==> config.mk <==
export PLATFORM = sky130hd
export DESIGN_NAME = acc_core
export DESIGN_NICKNAME = d
export VERILOG_FILES = /design/src/shared/acc_pkg.sv /design/src/acc_core.sv
export SDC_FILE = /design/constraint.sdc
export NUM_CORES = 1
export LEC_CHECK = 0
export BUFFER_PORTS_ARGS = -buffer_cell sky130_fd_sc_hd__buf_2
export CAP_MARGIN = 20
export CORE_ASPECT_RATIO = 1.2
export CORE_MARGIN = 8
export CORE_UTILIZATION = 49
export CTS_BUF_LIST = sky130_fd_sc_hd__clkbuf_4 sky130_fd_sc_hd__clkbuf_8
export DETAILED_ROUTE_END_ITERATION = 10
export PLACE_DENSITY = 0.79
export SKIP_CTS_REPAIR_TIMING = 1
export SYNTH_ARGS = -nofsm -noshare
export SYNTH_HDL_FRONTEND = slang
export SYNTH_SLANG_ARGS = --single-unit
==> constraint.sdc <==
create_clock -name aclk -period 2.5 [get_ports aclk]
set_input_delay 0.25 -clock aclk [delete_from_list [all_inputs] [get_ports aclk]]
set_output_delay 0.25 -clock aclk [all_outputs]
set_load 0.05 [all_outputs]
==> src/shared/acc_pkg.sv <==
// Package of constants, types and register layout for the converter control block.
package acc_pkg;

	// ------------------------------------------------------------------
	// Bus geometry
	// ------------------------------------------------------------------
	localparam int unsigned AXI_ADDR_W = 12;
	localparam int unsigned AXI_DATA_W = 32;
	localparam int unsigned REG_W = 8;

	// Register indices; the byte address is four times the index.
	localparam logic [11:0] IDX_SCR = 12'h03C;
	localparam logic [11:0] IDX_RES_HI = 12'h03D;
	localparam logic [11:0] IDX_RES_LO = 12'h03E;
	localparam logic [11:0] IDX_CLK_CFG = 12'h03F;
	localparam logic [11:0] IDX_PORT_DATA = 12'h040;
	localparam logic [11:0] IDX_PORT_DIR = 12'h041;
	localparam logic [11:0] IDX_PORT_PINS = 12'h042;

	// AXI response codes.
	localparam logic [1:0] RESP_OKAY = 2'h0;
	localparam logic [1:0] RESP_SLVERR = 2'h2;

	// ------------------------------------------------------------------
	// Converter constants
	// ------------------------------------------------------------------
	localparam int unsigned RES_W = 10;
	localparam logic [7:0] SCR_RESET = 8'h1F;
	localparam logic [7:0] CLK_CFG_RESET = 8'h00;
	localparam logic [7:0] PORT_RESET = 8'h00;
	localparam logic [4:0] CHAN_OFF = 5'h1F;
	localparam logic [4:0] CONV_TICKS = 5'h10;
	localparam logic [4:0] SAMPLE_TICKS = 5'h06;
	localparam logic [9:0] SAR_TRIAL_MSB = 10'h200;
	localparam logic [3:0] DIV_LIM_1 = 4'h0;
	localparam logic [3:0] DIV_LIM_2 = 4'h1;
	localparam logic [3:0] DIV_LIM_4 = 4'h3;
	localparam logic [3:0] DIV_LIM_8 = 4'h7;
	localparam logic [3:0] DIV_LIM_16 = 4'hF;

	// ------------------------------------------------------------------
	// Types
	// ------------------------------------------------------------------
	typedef enum logic [1:0] {
		MODE_LEFT = 2'b00,
		MODE_RIGHT = 2'b01,
		MODE_SIGNED = 2'b10,
		MODE_TRUNC = 2'b11
	} acc_mode_t;

	typedef enum logic [1:0] {ST_IDLE, ST_RUN, ST_HALT} acc_state_t;

	typedef enum logic [2:0] {
		SEL_SCR, SEL_RES_HI, SEL_RES_LO, SEL_CLK_CFG,
		SEL_PORT_DATA, SEL_PORT_DIR, SEL_PORT_PINS, SEL_NONE
	} acc_sel_t;

	typedef struct packed {
		logic conversion_done_flag;
		logic conv_irq_enable;
		logic continuous_conv_enable;
		logic [4:0] channel_select_field;
	} acc_scr_t;

	typedef struct packed {
		logic [2:0] conv_clk_divider_bits;
		logic conv_clk_source_sel;
		logic justify_sel_hi;
		logic justify_sel_lo;
		logic [1:0] unused;
	} acc_clk_cfg_t;

	typedef struct packed {
		logic [7:0] hi;
		logic [7:0] lo;
	} acc_result_t;

endpackage

==> src/acc_core.sv <==
// Conversion control for the shared-pin successive-approximation converter.
// Functional notes
// - Selected channel pin is forced to converter input, port logic overridden.
// - Port data and direction writes leave the selected pin unchanged.
// - Port read of the selected pin returns 0.
// - Unselected pins remain ordinary port pins.
// - High reference gives 3FF, low reference gives 000, linear between.
// - Every control register write starts a conversion, unless its channel select is all ones.
// - A conversion takes 16 to 17 converter clocks from its start.
// - Continuous mode overwrites the result after every conversion, read or not; the code refuses new results while the read interlock is held.
// - Continuous mode restarts back to back until its bit is cleared.
// - Without interrupts, done flag sets per conversion, clears on data read.
// - Single mode runs exactly one conversion per control register write.
// - Two justify bits in the clock register pick one of four formats.
// - Left format: eight upper bits high, two lower bits low.
// - Interlocked formats: low read after high, else new results are refused.
// - Right format: two upper bits high, eight lower bits low.
// - Signed left format: as left format with the top bit inverted.
// - Truncation format: eight upper bits in low register, no interlock.
// - With interrupt enabled, request interrupt per conversion; done flag stays 0.
// - Converter runs in wait mode; its interrupt may wake the processor.
// - Stop mode aborts and idles the converter; conversions resume afterwards.
// - Channel select all ones switches the converter off.
// - Data read or control write clears a pending interrupt.
// - High register read freezes the low register until it is read; the code does this in the interlocked formats only, not in truncation format.
//
// Local design decisions: the address map and the AXI4-Lite interface to the registers.
`timescale 1ns/10ps

module acc_core
	import acc_pkg::*;
#(
	parameter int unsigned NUM_PINS = 8
) (
	input wire logic aclk,
	input wire logic aresetn,
	input wire logic [acc_pkg::AXI_ADDR_W-1:0] s_axi_awaddr,
	input wire logic s_axi_awvalid,
	output logic s_axi_awready,
	input wire logic [acc_pkg::AXI_DATA_W-1:0] s_axi_wdata,
	input wire logic [3:0] s_axi_wstrb,
	input wire logic s_axi_wvalid,
	output logic s_axi_wready,
	output logic [1:0] s_axi_bresp,
	output logic s_axi_bvalid,
	input wire logic s_axi_bready,
	input wire logic [acc_pkg::AXI_ADDR_W-1:0] s_axi_araddr,
	input wire logic s_axi_arvalid,
	output logic s_axi_arready,
	output logic [acc_pkg::AXI_DATA_W-1:0] s_axi_rdata,
	output logic [1:0] s_axi_rresp,
	output logic s_axi_rvalid,
	input wire logic s_axi_rready,
	input wire logic [NUM_PINS-1:0] pin_in,
	output logic [NUM_PINS-1:0] pin_out,
	output logic [NUM_PINS-1:0] pin_oe,
	output logic [NUM_PINS-1:0] analog_sel,
	output logic [4:0] mux_chan,
	output logic conv_power_on,
	output logic sample_hold,
	output logic [acc_pkg::RES_W-1:0] dac_code,
	input wire logic cmp_in,
	input wire logic ext_clk_tick,
	input wire logic wait_mode,
	input wire logic stop_mode,
	output logic conv_irq_req,
	output logic wake_req
);
	import acc_pkg::*;

	// ------------------------------------------------------------------
	// Functions
	// ------------------------------------------------------------------

	// Address decode, shared by the read and the write path.
	function automatic acc_sel_t reg_sel(input logic [AXI_ADDR_W-1:0] addr);
		acc_sel_t sel;
		sel = SEL_NONE;
		if (addr[1:0] == 2'b00) begin
			case (addr[AXI_ADDR_W-1:2])
				IDX_SCR[AXI_ADDR_W-3:0]: sel = SEL_SCR;
				IDX_RES_HI[AXI_ADDR_W-3:0]: sel = SEL_RES_HI;
				IDX_RES_LO[AXI_ADDR_W-3:0]: sel = SEL_RES_LO;
				IDX_CLK_CFG[AXI_ADDR_W-3:0]: sel = SEL_CLK_CFG;
				IDX_PORT_DATA[AXI_ADDR_W-3:0]: sel = SEL_PORT_DATA;
				IDX_PORT_DIR[AXI_ADDR_W-3:0]: sel = SEL_PORT_DIR;
				IDX_PORT_PINS[AXI_ADDR_W-3:0]: sel = SEL_PORT_PINS;
				default: sel = SEL_NONE;
			endcase
		end
		return sel;
	endfunction

	// One-hot mask of the pin taken over by the converter; empty when off.
	function automatic logic [NUM_PINS-1:0] chan_mask(input logic [4:0] chan);
		logic [NUM_PINS-1:0] mask;
		mask = '0;
		for (int i = 0; i < NUM_PINS; i++) begin
			if (chan != CHAN_OFF && chan == 5'(i)) begin
				mask[i] = 1'b1;
			end
		end
		return mask;
	endfunction

	// Divider terminal count for the converter clock prescaler.
	function automatic logic [3:0] div_limit(input logic [2:0] div);
		logic [3:0] lim;
		case (div)
			3'h0: lim = DIV_LIM_1;
			3'h1: lim = DIV_LIM_2;
			3'h2: lim = DIV_LIM_4;
			3'h3: lim = DIV_LIM_8;
			default: lim = DIV_LIM_16;
		endcase
		return lim;
	endfunction

	// Result layout for each justification format.
	function automatic acc_result_t fmt_result(input acc_mode_t mode,
			input logic [RES_W-1:0] code);
		acc_result_t res;
		case (mode)
			MODE_LEFT: res = {code[9:2], code[1:0], 6'h00};
			MODE_RIGHT: res = {6'h00, code[9:8], code[7:0]};
			MODE_SIGNED: res = {~code[9], code[8:2], code[1:0], 6'h00};
			MODE_TRUNC: res = {8'h00, code[9:2]};
			default: res = '0;
		endcase
		return res;
	endfunction

	// ------------------------------------------------------------------
	// Declarations
	// ------------------------------------------------------------------
	acc_scr_t scr_reg;
	acc_clk_cfg_t clk_cfg_reg;
	acc_result_t res_reg;
	acc_state_t state_reg;
	acc_mode_t mode;
	acc_sel_t wr_sel;
	acc_sel_t rd_sel;
	logic [7:0] port_data_reg;
	logic [7:0] port_dir_reg;
	logic lock_reg;
	logic irq_reg;
	logic [4:0] tick_cnt_reg;
	logic [RES_W-1:0] sar_reg;
	logic [RES_W-1:0] sar_next;
	logic [3:0] div_cnt_reg;
	logic [3:0] bit_idx;
	logic [4:0] bit_pos;
	logic aw_held_reg;
	logic w_held_reg;
	logic [AXI_ADDR_W-1:0] awaddr_reg;
	logic [7:0] wdata_reg;
	logic wstrb0_reg;
	logic bvalid_reg;
	logic [1:0] bresp_reg;
	logic rvalid_reg;
	logic [7:0] rdata_reg;
	logic [1:0] rresp_reg;
	logic wr_fire;
	logic wr_scr;
	logic rd_fire;
	logic rd_hi;
	logic rd_lo;
	logic data_read;
	logic powered;
	logic src_pulse;
	logic conv_tick;
	logic step;
	logic conv_done;
	logic store_ok;
	logic result_store;
	logic interlocked;
	logic [NUM_PINS-1:0] sel_mask;
	logic [7:0] pin_view;
	logic [7:0] rd_byte;
	acc_scr_t scr_wval;

	// ------------------------------------------------------------------
	// AXI4-Lite write channel
	// ------------------------------------------------------------------

	// Address and data are latched independently, so either may come first.
	assign s_axi_awready = ~aw_held_reg;
	assign s_axi_wready = ~w_held_reg;
	assign s_axi_bvalid = bvalid_reg;
	assign s_axi_bresp = bresp_reg;
	assign wr_fire = aw_held_reg & w_held_reg & ~bvalid_reg;
	assign wr_sel = reg_sel(awaddr_reg);
	assign wr_scr = wr_fire & wstrb0_reg & (wr_sel == SEL_SCR);
	assign scr_wval = wdata_reg;

	// Holding registers for the address and data halves of a write.
	always_ff @(posedge aclk) begin
		if (!aresetn) begin
			aw_held_reg <= 1'b0;
			w_held_reg <= 1'b0;
			awaddr_reg <= '0;
			wdata_reg <= 8'h00;
			wstrb0_reg <= 1'b0;
		end else begin
			if (s_axi_awvalid && !aw_held_reg) begin
				aw_held_reg <= 1'b1;
				awaddr_reg <= s_axi_awaddr;
			end else if (wr_fire) begin
				aw_held_reg <= 1'b0;
			end
			if (s_axi_wvalid && !w_held_reg) begin
				w_held_reg <= 1'b1;
				wdata_reg <= s_axi_wdata[7:0];
				wstrb0_reg <= s_axi_wstrb[0];
			end else if (wr_fire) begin
				w_held_reg <= 1'b0;
			end
		end
	end

	// Write response; unmapped addresses answer with a slave error.
	always_ff @(posedge aclk) begin
		if (!aresetn) begin
			bvalid_reg <= 1'b0;
			bresp_reg <= RESP_OKAY;
		end else if (wr_fire) begin
			bvalid_reg <= 1'b1;
			bresp_reg <= (wr_sel == SEL_NONE) ? RESP_SLVERR : RESP_OKAY;
		end else if (s_axi_bready) begin
			bvalid_reg <= 1'b0;
		end
	end

	// ------------------------------------------------------------------
	// AXI4-Lite read channel
	// ------------------------------------------------------------------
	assign s_axi_arready = ~rvalid_reg;
	assign s_axi_rvalid = rvalid_reg;
	assign s_axi_rresp = rresp_reg;
	assign s_axi_rdata = {24'h00_0000, rdata_reg};
	assign rd_fire = s_axi_arvalid & ~rvalid_reg;
	assign rd_sel = reg_sel(s_axi_araddr);
	assign rd_hi = rd_fire & (rd_sel == SEL_RES_HI);
	assign rd_lo = rd_fire & (rd_sel == SEL_RES_LO);
	assign data_read = rd_hi | rd_lo;

	// Read multiplexer; the converter owned pin reads 0 on the port.
	always_comb begin
		pin_view = 8'h00;
		pin_view[NUM_PINS-1:0] = ((port_dir_reg[NUM_PINS-1:0] & port_data_reg[NUM_PINS-1:0]) |
			(~port_dir_reg[NUM_PINS-1:0] & pin_in)) & ~sel_mask;
		case (rd_sel)
			SEL_SCR: rd_byte = scr_reg;
			SEL_RES_HI: rd_byte = res_reg.hi;
			SEL_RES_LO: rd_byte = res_reg.lo;
			SEL_CLK_CFG: rd_byte = {clk_cfg_reg[7:2], 2'b00};
			SEL_PORT_DATA: rd_byte = port_data_reg;
			SEL_PORT_DIR: rd_byte = port_dir_reg;
			SEL_PORT_PINS: rd_byte = pin_view;
			default: rd_byte = 8'h00;
		endcase
	end

	// Read data is captured on the address handshake and held until taken.
	always_ff @(posedge aclk) begin
		if (!aresetn) begin
			rvalid_reg <= 1'b0;
			rdata_reg <= 8'h00;
			rresp_reg <= RESP_OKAY;
		end else if (rd_fire) begin
			rvalid_reg <= 1'b1;
			rdata_reg <= rd_byte;
			rresp_reg <= (rd_sel == SEL_NONE) ? RESP_SLVERR : RESP_OKAY;
		end else if (s_axi_rready) begin
			rvalid_reg <= 1'b0;
		end
	end

	// ------------------------------------------------------------------
	// Configuration registers
	// ------------------------------------------------------------------

	// Control fields; the done flag has its own process below.
	always_ff @(posedge aclk) begin
		if (!aresetn) begin
			scr_reg.conv_irq_enable <= SCR_RESET[6];
			scr_reg.continuous_conv_enable <= SCR_RESET[5];
			scr_reg.channel_select_field <= SCR_RESET[4:0];
		end else if (wr_scr) begin
			scr_reg.conv_irq_enable <= scr_wval.conv_irq_enable;
			scr_reg.continuous_conv_enable <= scr_wval.continuous_conv_enable;
			scr_reg.channel_select_field <= scr_wval.channel_select_field;
		end
	end

	// Prescaler, clock source and justification fields.
	always_ff @(posedge aclk) begin
		if (!aresetn) begin
			clk_cfg_reg <= CLK_CFG_RESET;
		end else if (wr_fire && wstrb0_reg && wr_sel == SEL_CLK_CFG) begin
			clk_cfg_reg <= {wdata_reg[7:2], 2'b00};
		end
	end

	assign mode = acc_mode_t'({clk_cfg_reg.justify_sel_hi, clk_cfg_reg.justify_sel_lo});
	assign interlocked = (mode != MODE_TRUNC);

	// ------------------------------------------------------------------
	// Shared port pins
	// ------------------------------------------------------------------
	assign sel_mask = chan_mask(scr_reg.channel_select_field);
	assign analog_sel = sel_mask;
	assign pin_oe = port_dir_reg[NUM_PINS-1:0] & ~sel_mask;
	assign pin_out = port_data_reg[NUM_PINS-1:0];

	// Port writes keep the old bit of the pin the converter owns.
	always_ff @(posedge aclk) begin
		if (!aresetn) begin
			port_data_reg <= PORT_RESET;
			port_dir_reg <= PORT_RESET;
		end else if (wr_fire && wstrb0_reg) begin
			if (wr_sel == SEL_PORT_DATA) begin
				port_data_reg[NUM_PINS-1:0] <= (wdata_reg[NUM_PINS-1:0] & ~sel_mask) |
					(port_data_reg[NUM_PINS-1:0] & sel_mask);
			end
			if (wr_sel == SEL_PORT_DIR) begin
				port_dir_reg[NUM_PINS-1:0] <= (wdata_reg[NUM_PINS-1:0] & ~sel_mask) |
					(port_dir_reg[NUM_PINS-1:0] & sel_mask);
			end
		end
	end

	// ------------------------------------------------------------------
	// Converter clock prescaler
	// ------------------------------------------------------------------
	assign powered = (scr_reg.channel_select_field != CHAN_OFF);
	assign conv_power_on = powered & ~stop_mode;
	assign src_pulse = clk_cfg_reg.conv_clk_source_sel | ext_clk_tick;
	assign conv_tick = src_pulse & (div_cnt_reg == div_limit(clk_cfg_reg.conv_clk_divider_bits));

	// Free running divider; its phase against the start gives the
	// one clock spread in conversion length.
	always_ff @(posedge aclk) begin
		if (!aresetn) begin
			div_cnt_reg <= 4'h0;
		end else if (!conv_power_on || conv_tick) begin
			div_cnt_reg <= 4'h0;
		end else if (src_pulse) begin
			div_cnt_reg <= div_cnt_reg + 4'h1;
		end
	end

	// ------------------------------------------------------------------
	// Conversion sequencer
	// ------------------------------------------------------------------
	assign step = (state_reg == ST_RUN) & ~stop_mode & ~wr_scr & conv_tick;
	assign conv_done = step & (tick_cnt_reg == CONV_TICKS - 5'h01);
	assign store_ok = ~interlocked | ~(lock_reg | rd_hi);
	assign result_store = conv_done & store_ok;
	assign sample_hold = (state_reg == ST_RUN) & (tick_cnt_reg < SAMPLE_TICKS);
	assign mux_chan = scr_reg.channel_select_field;

	// Write restarts, continuous mode loops, stop mode parks the sequencer.
	always_ff @(posedge aclk) begin
		if (!aresetn) begin
			state_reg <= ST_IDLE;
			tick_cnt_reg <= 5'h00;
		end else if (wr_scr) begin
			tick_cnt_reg <= 5'h00;
			if (scr_wval.channel_select_field == CHAN_OFF) begin
				state_reg <= ST_IDLE;
			end else if (stop_mode) begin
				state_reg <= ST_HALT;
			end else begin
				state_reg <= ST_RUN;
			end
		end else begin
			case (state_reg)
				ST_IDLE: begin
					tick_cnt_reg <= 5'h00;
				end
				ST_RUN: begin
					if (stop_mode) begin
						state_reg <= ST_HALT;
						tick_cnt_reg <= 5'h00;
					end else if (conv_done) begin
						tick_cnt_reg <= 5'h00;
						if (!scr_reg.continuous_conv_enable) begin
							state_reg <= ST_IDLE;
						end
					end else if (conv_tick) begin
						tick_cnt_reg <= tick_cnt_reg + 5'h01;
					end
				end
				ST_HALT: begin
					if (!stop_mode) begin
						state_reg <= ST_RUN;
					end
				end
				default: begin
					state_reg <= ST_IDLE;
				end
			endcase
		end
	end

	// Successive approximation: keep the trial bit while the input is at or
	// above the trial level, then try the next lower bit.
	assign bit_pos = tick_cnt_reg - SAMPLE_TICKS;
	assign bit_idx = 4'(RES_W - 1) - bit_pos[3:0];

	always_comb begin
		sar_next = sar_reg;
		if (tick_cnt_reg >= SAMPLE_TICKS) begin
			if (!cmp_in) begin
				sar_next[bit_idx] = 1'b0;
			end
			if (bit_idx != 4'h0) begin
				sar_next[bit_idx - 4'h1] = 1'b1;
			end
		end else if (tick_cnt_reg == SAMPLE_TICKS - 5'h01) begin
			sar_next = SAR_TRIAL_MSB;
		end
	end

	// Trial code register, also the code driven to the comparator level.
	always_ff @(posedge aclk) begin
		if (!aresetn) begin
			sar_reg <= '0;
		end else if (step) begin
			sar_reg <= sar_next;
		end
	end

	assign dac_code = sar_reg;

	// ------------------------------------------------------------------
	// Result registers and read interlock
	// ------------------------------------------------------------------

	// Every stored conversion overwrites the previous result.
	always_ff @(posedge aclk) begin
		if (!aresetn) begin
			res_reg <= '0;
		end else if (result_store) begin
			res_reg <= fmt_result(mode, sar_next);
		end
	end

	// A high read in an interlocked format locks out new results until the low byte is read.
	always_ff @(posedge aclk) begin
		if (!aresetn) begin
			lock_reg <= 1'b0;
		end else if (rd_lo) begin
			lock_reg <= 1'b0;
		end else if (rd_hi && interlocked) begin
			lock_reg <= 1'b1;
		end
	end

	// ------------------------------------------------------------------
	// Completion flag and interrupt request
	// ------------------------------------------------------------------

	// The set wins over a same cycle data read so no completion is missed.
	always_ff @(posedge aclk) begin
		if (!aresetn) begin
			scr_reg.conversion_done_flag <= 1'b0;
		end else if (scr_reg.conv_irq_enable) begin
			scr_reg.conversion_done_flag <= 1'b0;
		end else if (result_store) begin
			scr_reg.conversion_done_flag <= 1'b1;
		end else if (data_read) begin
			scr_reg.conversion_done_flag <= 1'b0;
		end
	end

	// Request level, cleared by a data read or a control write.
	always_ff @(posedge aclk) begin
		if (!aresetn) begin
			irq_reg <= 1'b0;
		end else if (result_store && scr_reg.conv_irq_enable) begin
			irq_reg <= 1'b1;
		end else if (data_read || wr_scr) begin
			irq_reg <= 1'b0;
		end
	end

	assign conv_irq_req = irq_reg;
	// Wait mode leaves the sequencer running, so the request can wake the core.
	assign wake_req = irq_reg & wait_mode;

endmodule // acc_core

==> results.md <==
- Port Buffer Count: 109
- Setup-failing EPs final: 0
- Hold Path Sink: s_axi_rvalid
- Die width: 114.1 um
- Mean post-synth cell area: 7.756 sq um
- WP data arrival: 2.67 ns
- Top-count cell post-synth: nand2_1
- Vias in the first global route: 5432
- Pwr/cell area: 472.5 nW/um^2
- Net Sw Frac: 27.36%
- Die area: 15250 sq um
- Sequential Power Share: 54.7%
- Reg2reg end: dac_code[8]
- Critical path required time: 2.79 ns
- Crit path capture type: register
- Final Slew Violations: 0
- VDD IR-drop max: 0.3062 mV
- Max Buffers Root-to-Sink: 2
- Tightest Pin Transition: 0.6974 ns
- RSZ-0062 raised after global routing: yes
- Max_slew headroom: 53.12%
- Routed WL: 17060 um
- Combinational Power Share: 10.2%
- Post-synthesis cell type count: 68
- Status: complete, no violations
- Main synth FF type: dfxtp_1
- I/O pin total: 163
- Post-DP HPWL: 13150 um
- Max FO, Critical Path: 12
- Static leakage: 2.799 nW
- Worst r2r src: div_cnt_reg[1]
- Worst-path clk slew: 0.09 ns
- Gate Count Post-Synth: 729
- Hold Fails Final Rpt: 0
- R2r setup slk: 0.12 ns
- Net Switching: 0.8567 mW
- Vias post-DR: 5706
- Clock skew: 0.008965 ns
- Pint: 2.274 mW
- Synth top area share: 36.82%
- Largest net degree at the start of global routing: 36
- Final Total Pwr: 3.131 mW
- Kind of critical path: reg2reg
- Initial antenna violation count: 1
- CP startpoint kind: register
- Final ANT Viol Nets: 0
- Clk network pwr share: 35.1%
- Placeable Area: 11410 sq um
- Number of synthesized register bits: 104
- Vias/cell: 5.672
- Max-cap violation count: 0
- Hold path start: s_axi_rready
- # clock sinks: 104
- Post-Synthesis Cell Area: 5654 sq um
- Die height: 133.7 um
- Part of the cycle the worst path needs: 95.03%
- Global-route wire length before repair: 26770 um
- Avg WL per Cell: 16.95 um
- Clock latency on the worst-skew pair: 0.38 ns
- Post-layout min period: 2.376 ns
- Post-synth ARST share: 0%
- Share of cells above drive strength 1: 21.46%
- Commonest cells in the netlist: nand2_1, dfxtp_1, nor2_1, a21oi_1, nand3_1
- Number of flops mapped to enable cells by yosys: 0
- Cts bufs inserted: 9
- First-pass DRT Iterations: 6
- R2R cell count: 8
- CTS Root Cell: clkbuf_8
- DRC: 0
- Syn. warnings: 0
- # nets final: 927
- Syn-to-layout area delta: 17.19%
- Filler Cell Count: 1098
- Synth area leaders: dfxtp_1, nand2_1, a21oi_1
- Synth area leader: dfxtp_1
- Effective utilization at floorplan: 49.57%
- Fin util: 58.10%
- Place WS: 0.07013 ns
- Overall Global Routing Usage: 21.84%
- Gr ovfl total: 0
- WHS Path Cells: 2
- Initial DRC Count: 424
- Seq/Total Area, Yosys: 36.82%
- CTS tree: yes
- Placer congestion estimate: 0.9448
- HP Class: in2reg
- H-tree depth: 3
- Fin worst setup slack: 0.1241 ns
- Fmax: 0.4209 GHz
- CP startpoint: div_cnt_reg[1]
- Core Rows: 43
metal layers:
metal  vias to the layer above  global-route usage [%]  routed length [um]
met4                         0                   13.64                 731
met2                       240                   36.52                8337
met1                      2644                   25.96                6883
li1                       2765                       -                   -
met5                         -                       0                   0
met3                        57                   2.671                1102
through the flow:
stage	setup TNS, ns	cell area [sq um]	cells	hold slack, ns
2_1_floorplan	0	5754	754	0.3221
3_3_place_gp	0	6362	986	0.4301
3_5_place_dp	0	6362	986	0.4362
4_1_cts	0	6570	1002	0.04579
5_1_grt	-0.1681	6626	1006	0.05942
6_report	0	6626	1006	0.06025
layout by cell type (no fill, tap or decap), types with 7 or more instances in the layout:
cell / count
conb_1: 26
inv_1: 21
a22oi_1: 9
dfxtp_1: 103
nand2b_1: 9
and2_1: 15
nand3_1: 44
nor3b_1: 7
mux2i_1: 19
a211oi_1: 11
a21oi_1: 54
nor3_1: 7
a22o_1: 7
nand2_1: 132
buf_2: 109
o21ai_0: 37
nor2b_1: 10
a31oi_1: 7
nor2_1: 57
buf_4: 35
clkbuf_8: 10
power groups by stage:
stage | Clock (mW) | Combinational (mW) | Sequential, mW
3_5_place_dp | 0 | 0.315 | 1.75
2_1_floorplan | 0 | 0.244 | 1.75
6_report | 1.10 | 0.319 | 1.71
5_1_grt | 1.17 | 0.343 | 1.72
4_1_cts | 1.11 | 0.316 | 1.71
3_3_place_gp | 0 | 0.311 | 1.75
layout make-up:
type | count | area (sq um) | share of cell area, %
well taps | 157 | 196.4 | 2.964
multi-input cells | 561 | 3242 | 48.92
repair buffers | 144 | 808.3 | 12.20
diodes | 1 | 2.502 | 0.03776
flip-flops and latches | 104 | 2083 | 31.44
inverters | 23 | 86.33 | 1.303
clock inverters | 5 | 62.56 | 0.9441
clock buffers | 11 | 145.1 | 2.190
worst max-delay path by stage:
stage	endpoint	slack (ns)	depth (start not counted)
detailed placement	res_reg[11]	0.07	6
global route	dac_code[8]	-0.04	8
finish	dac_code[8]	0.12	8
CTS	res_reg[11]	0.05	6
floorplan	res_reg[11]	0.07	8
global placement	res_reg[11]	0.10	6
cell families (layout without fill, tap and decap cells):
| kind of cell | after synthesis | count (layout) | synth area share [%] |
|---|---|---|---|
| other | 1 | 27 | 0.06632 |
| flip-flops | 104 | 104 | 36.82 |
| AND/OR/NAND/NOR | 319 | 319 | 26.91 |
| adder cells (fa/ha/maj) | 5 | 5 | 1.106 |
| buffers and inverters | 89 | 183 | 8.254 |
| AO/OA/AOI/OAI | 179 | 179 | 20.60 |
| multiplexers | 25 | 25 | 5.156 |
| XOR/XNOR | 7 | 7 | 1.084 |
critical path, stage by stage (launching register included):
cell and delay [ns]:
dfxtp_1 0.36, xor2_1 0.16, or3_1 0.30, a221o_1 0.40, buf_4 0.19, nor3_2 0.36
buf_4 0.25, nor2_1 0.05, a211oi_1 0.21
(Power assumes the default switching activity.)
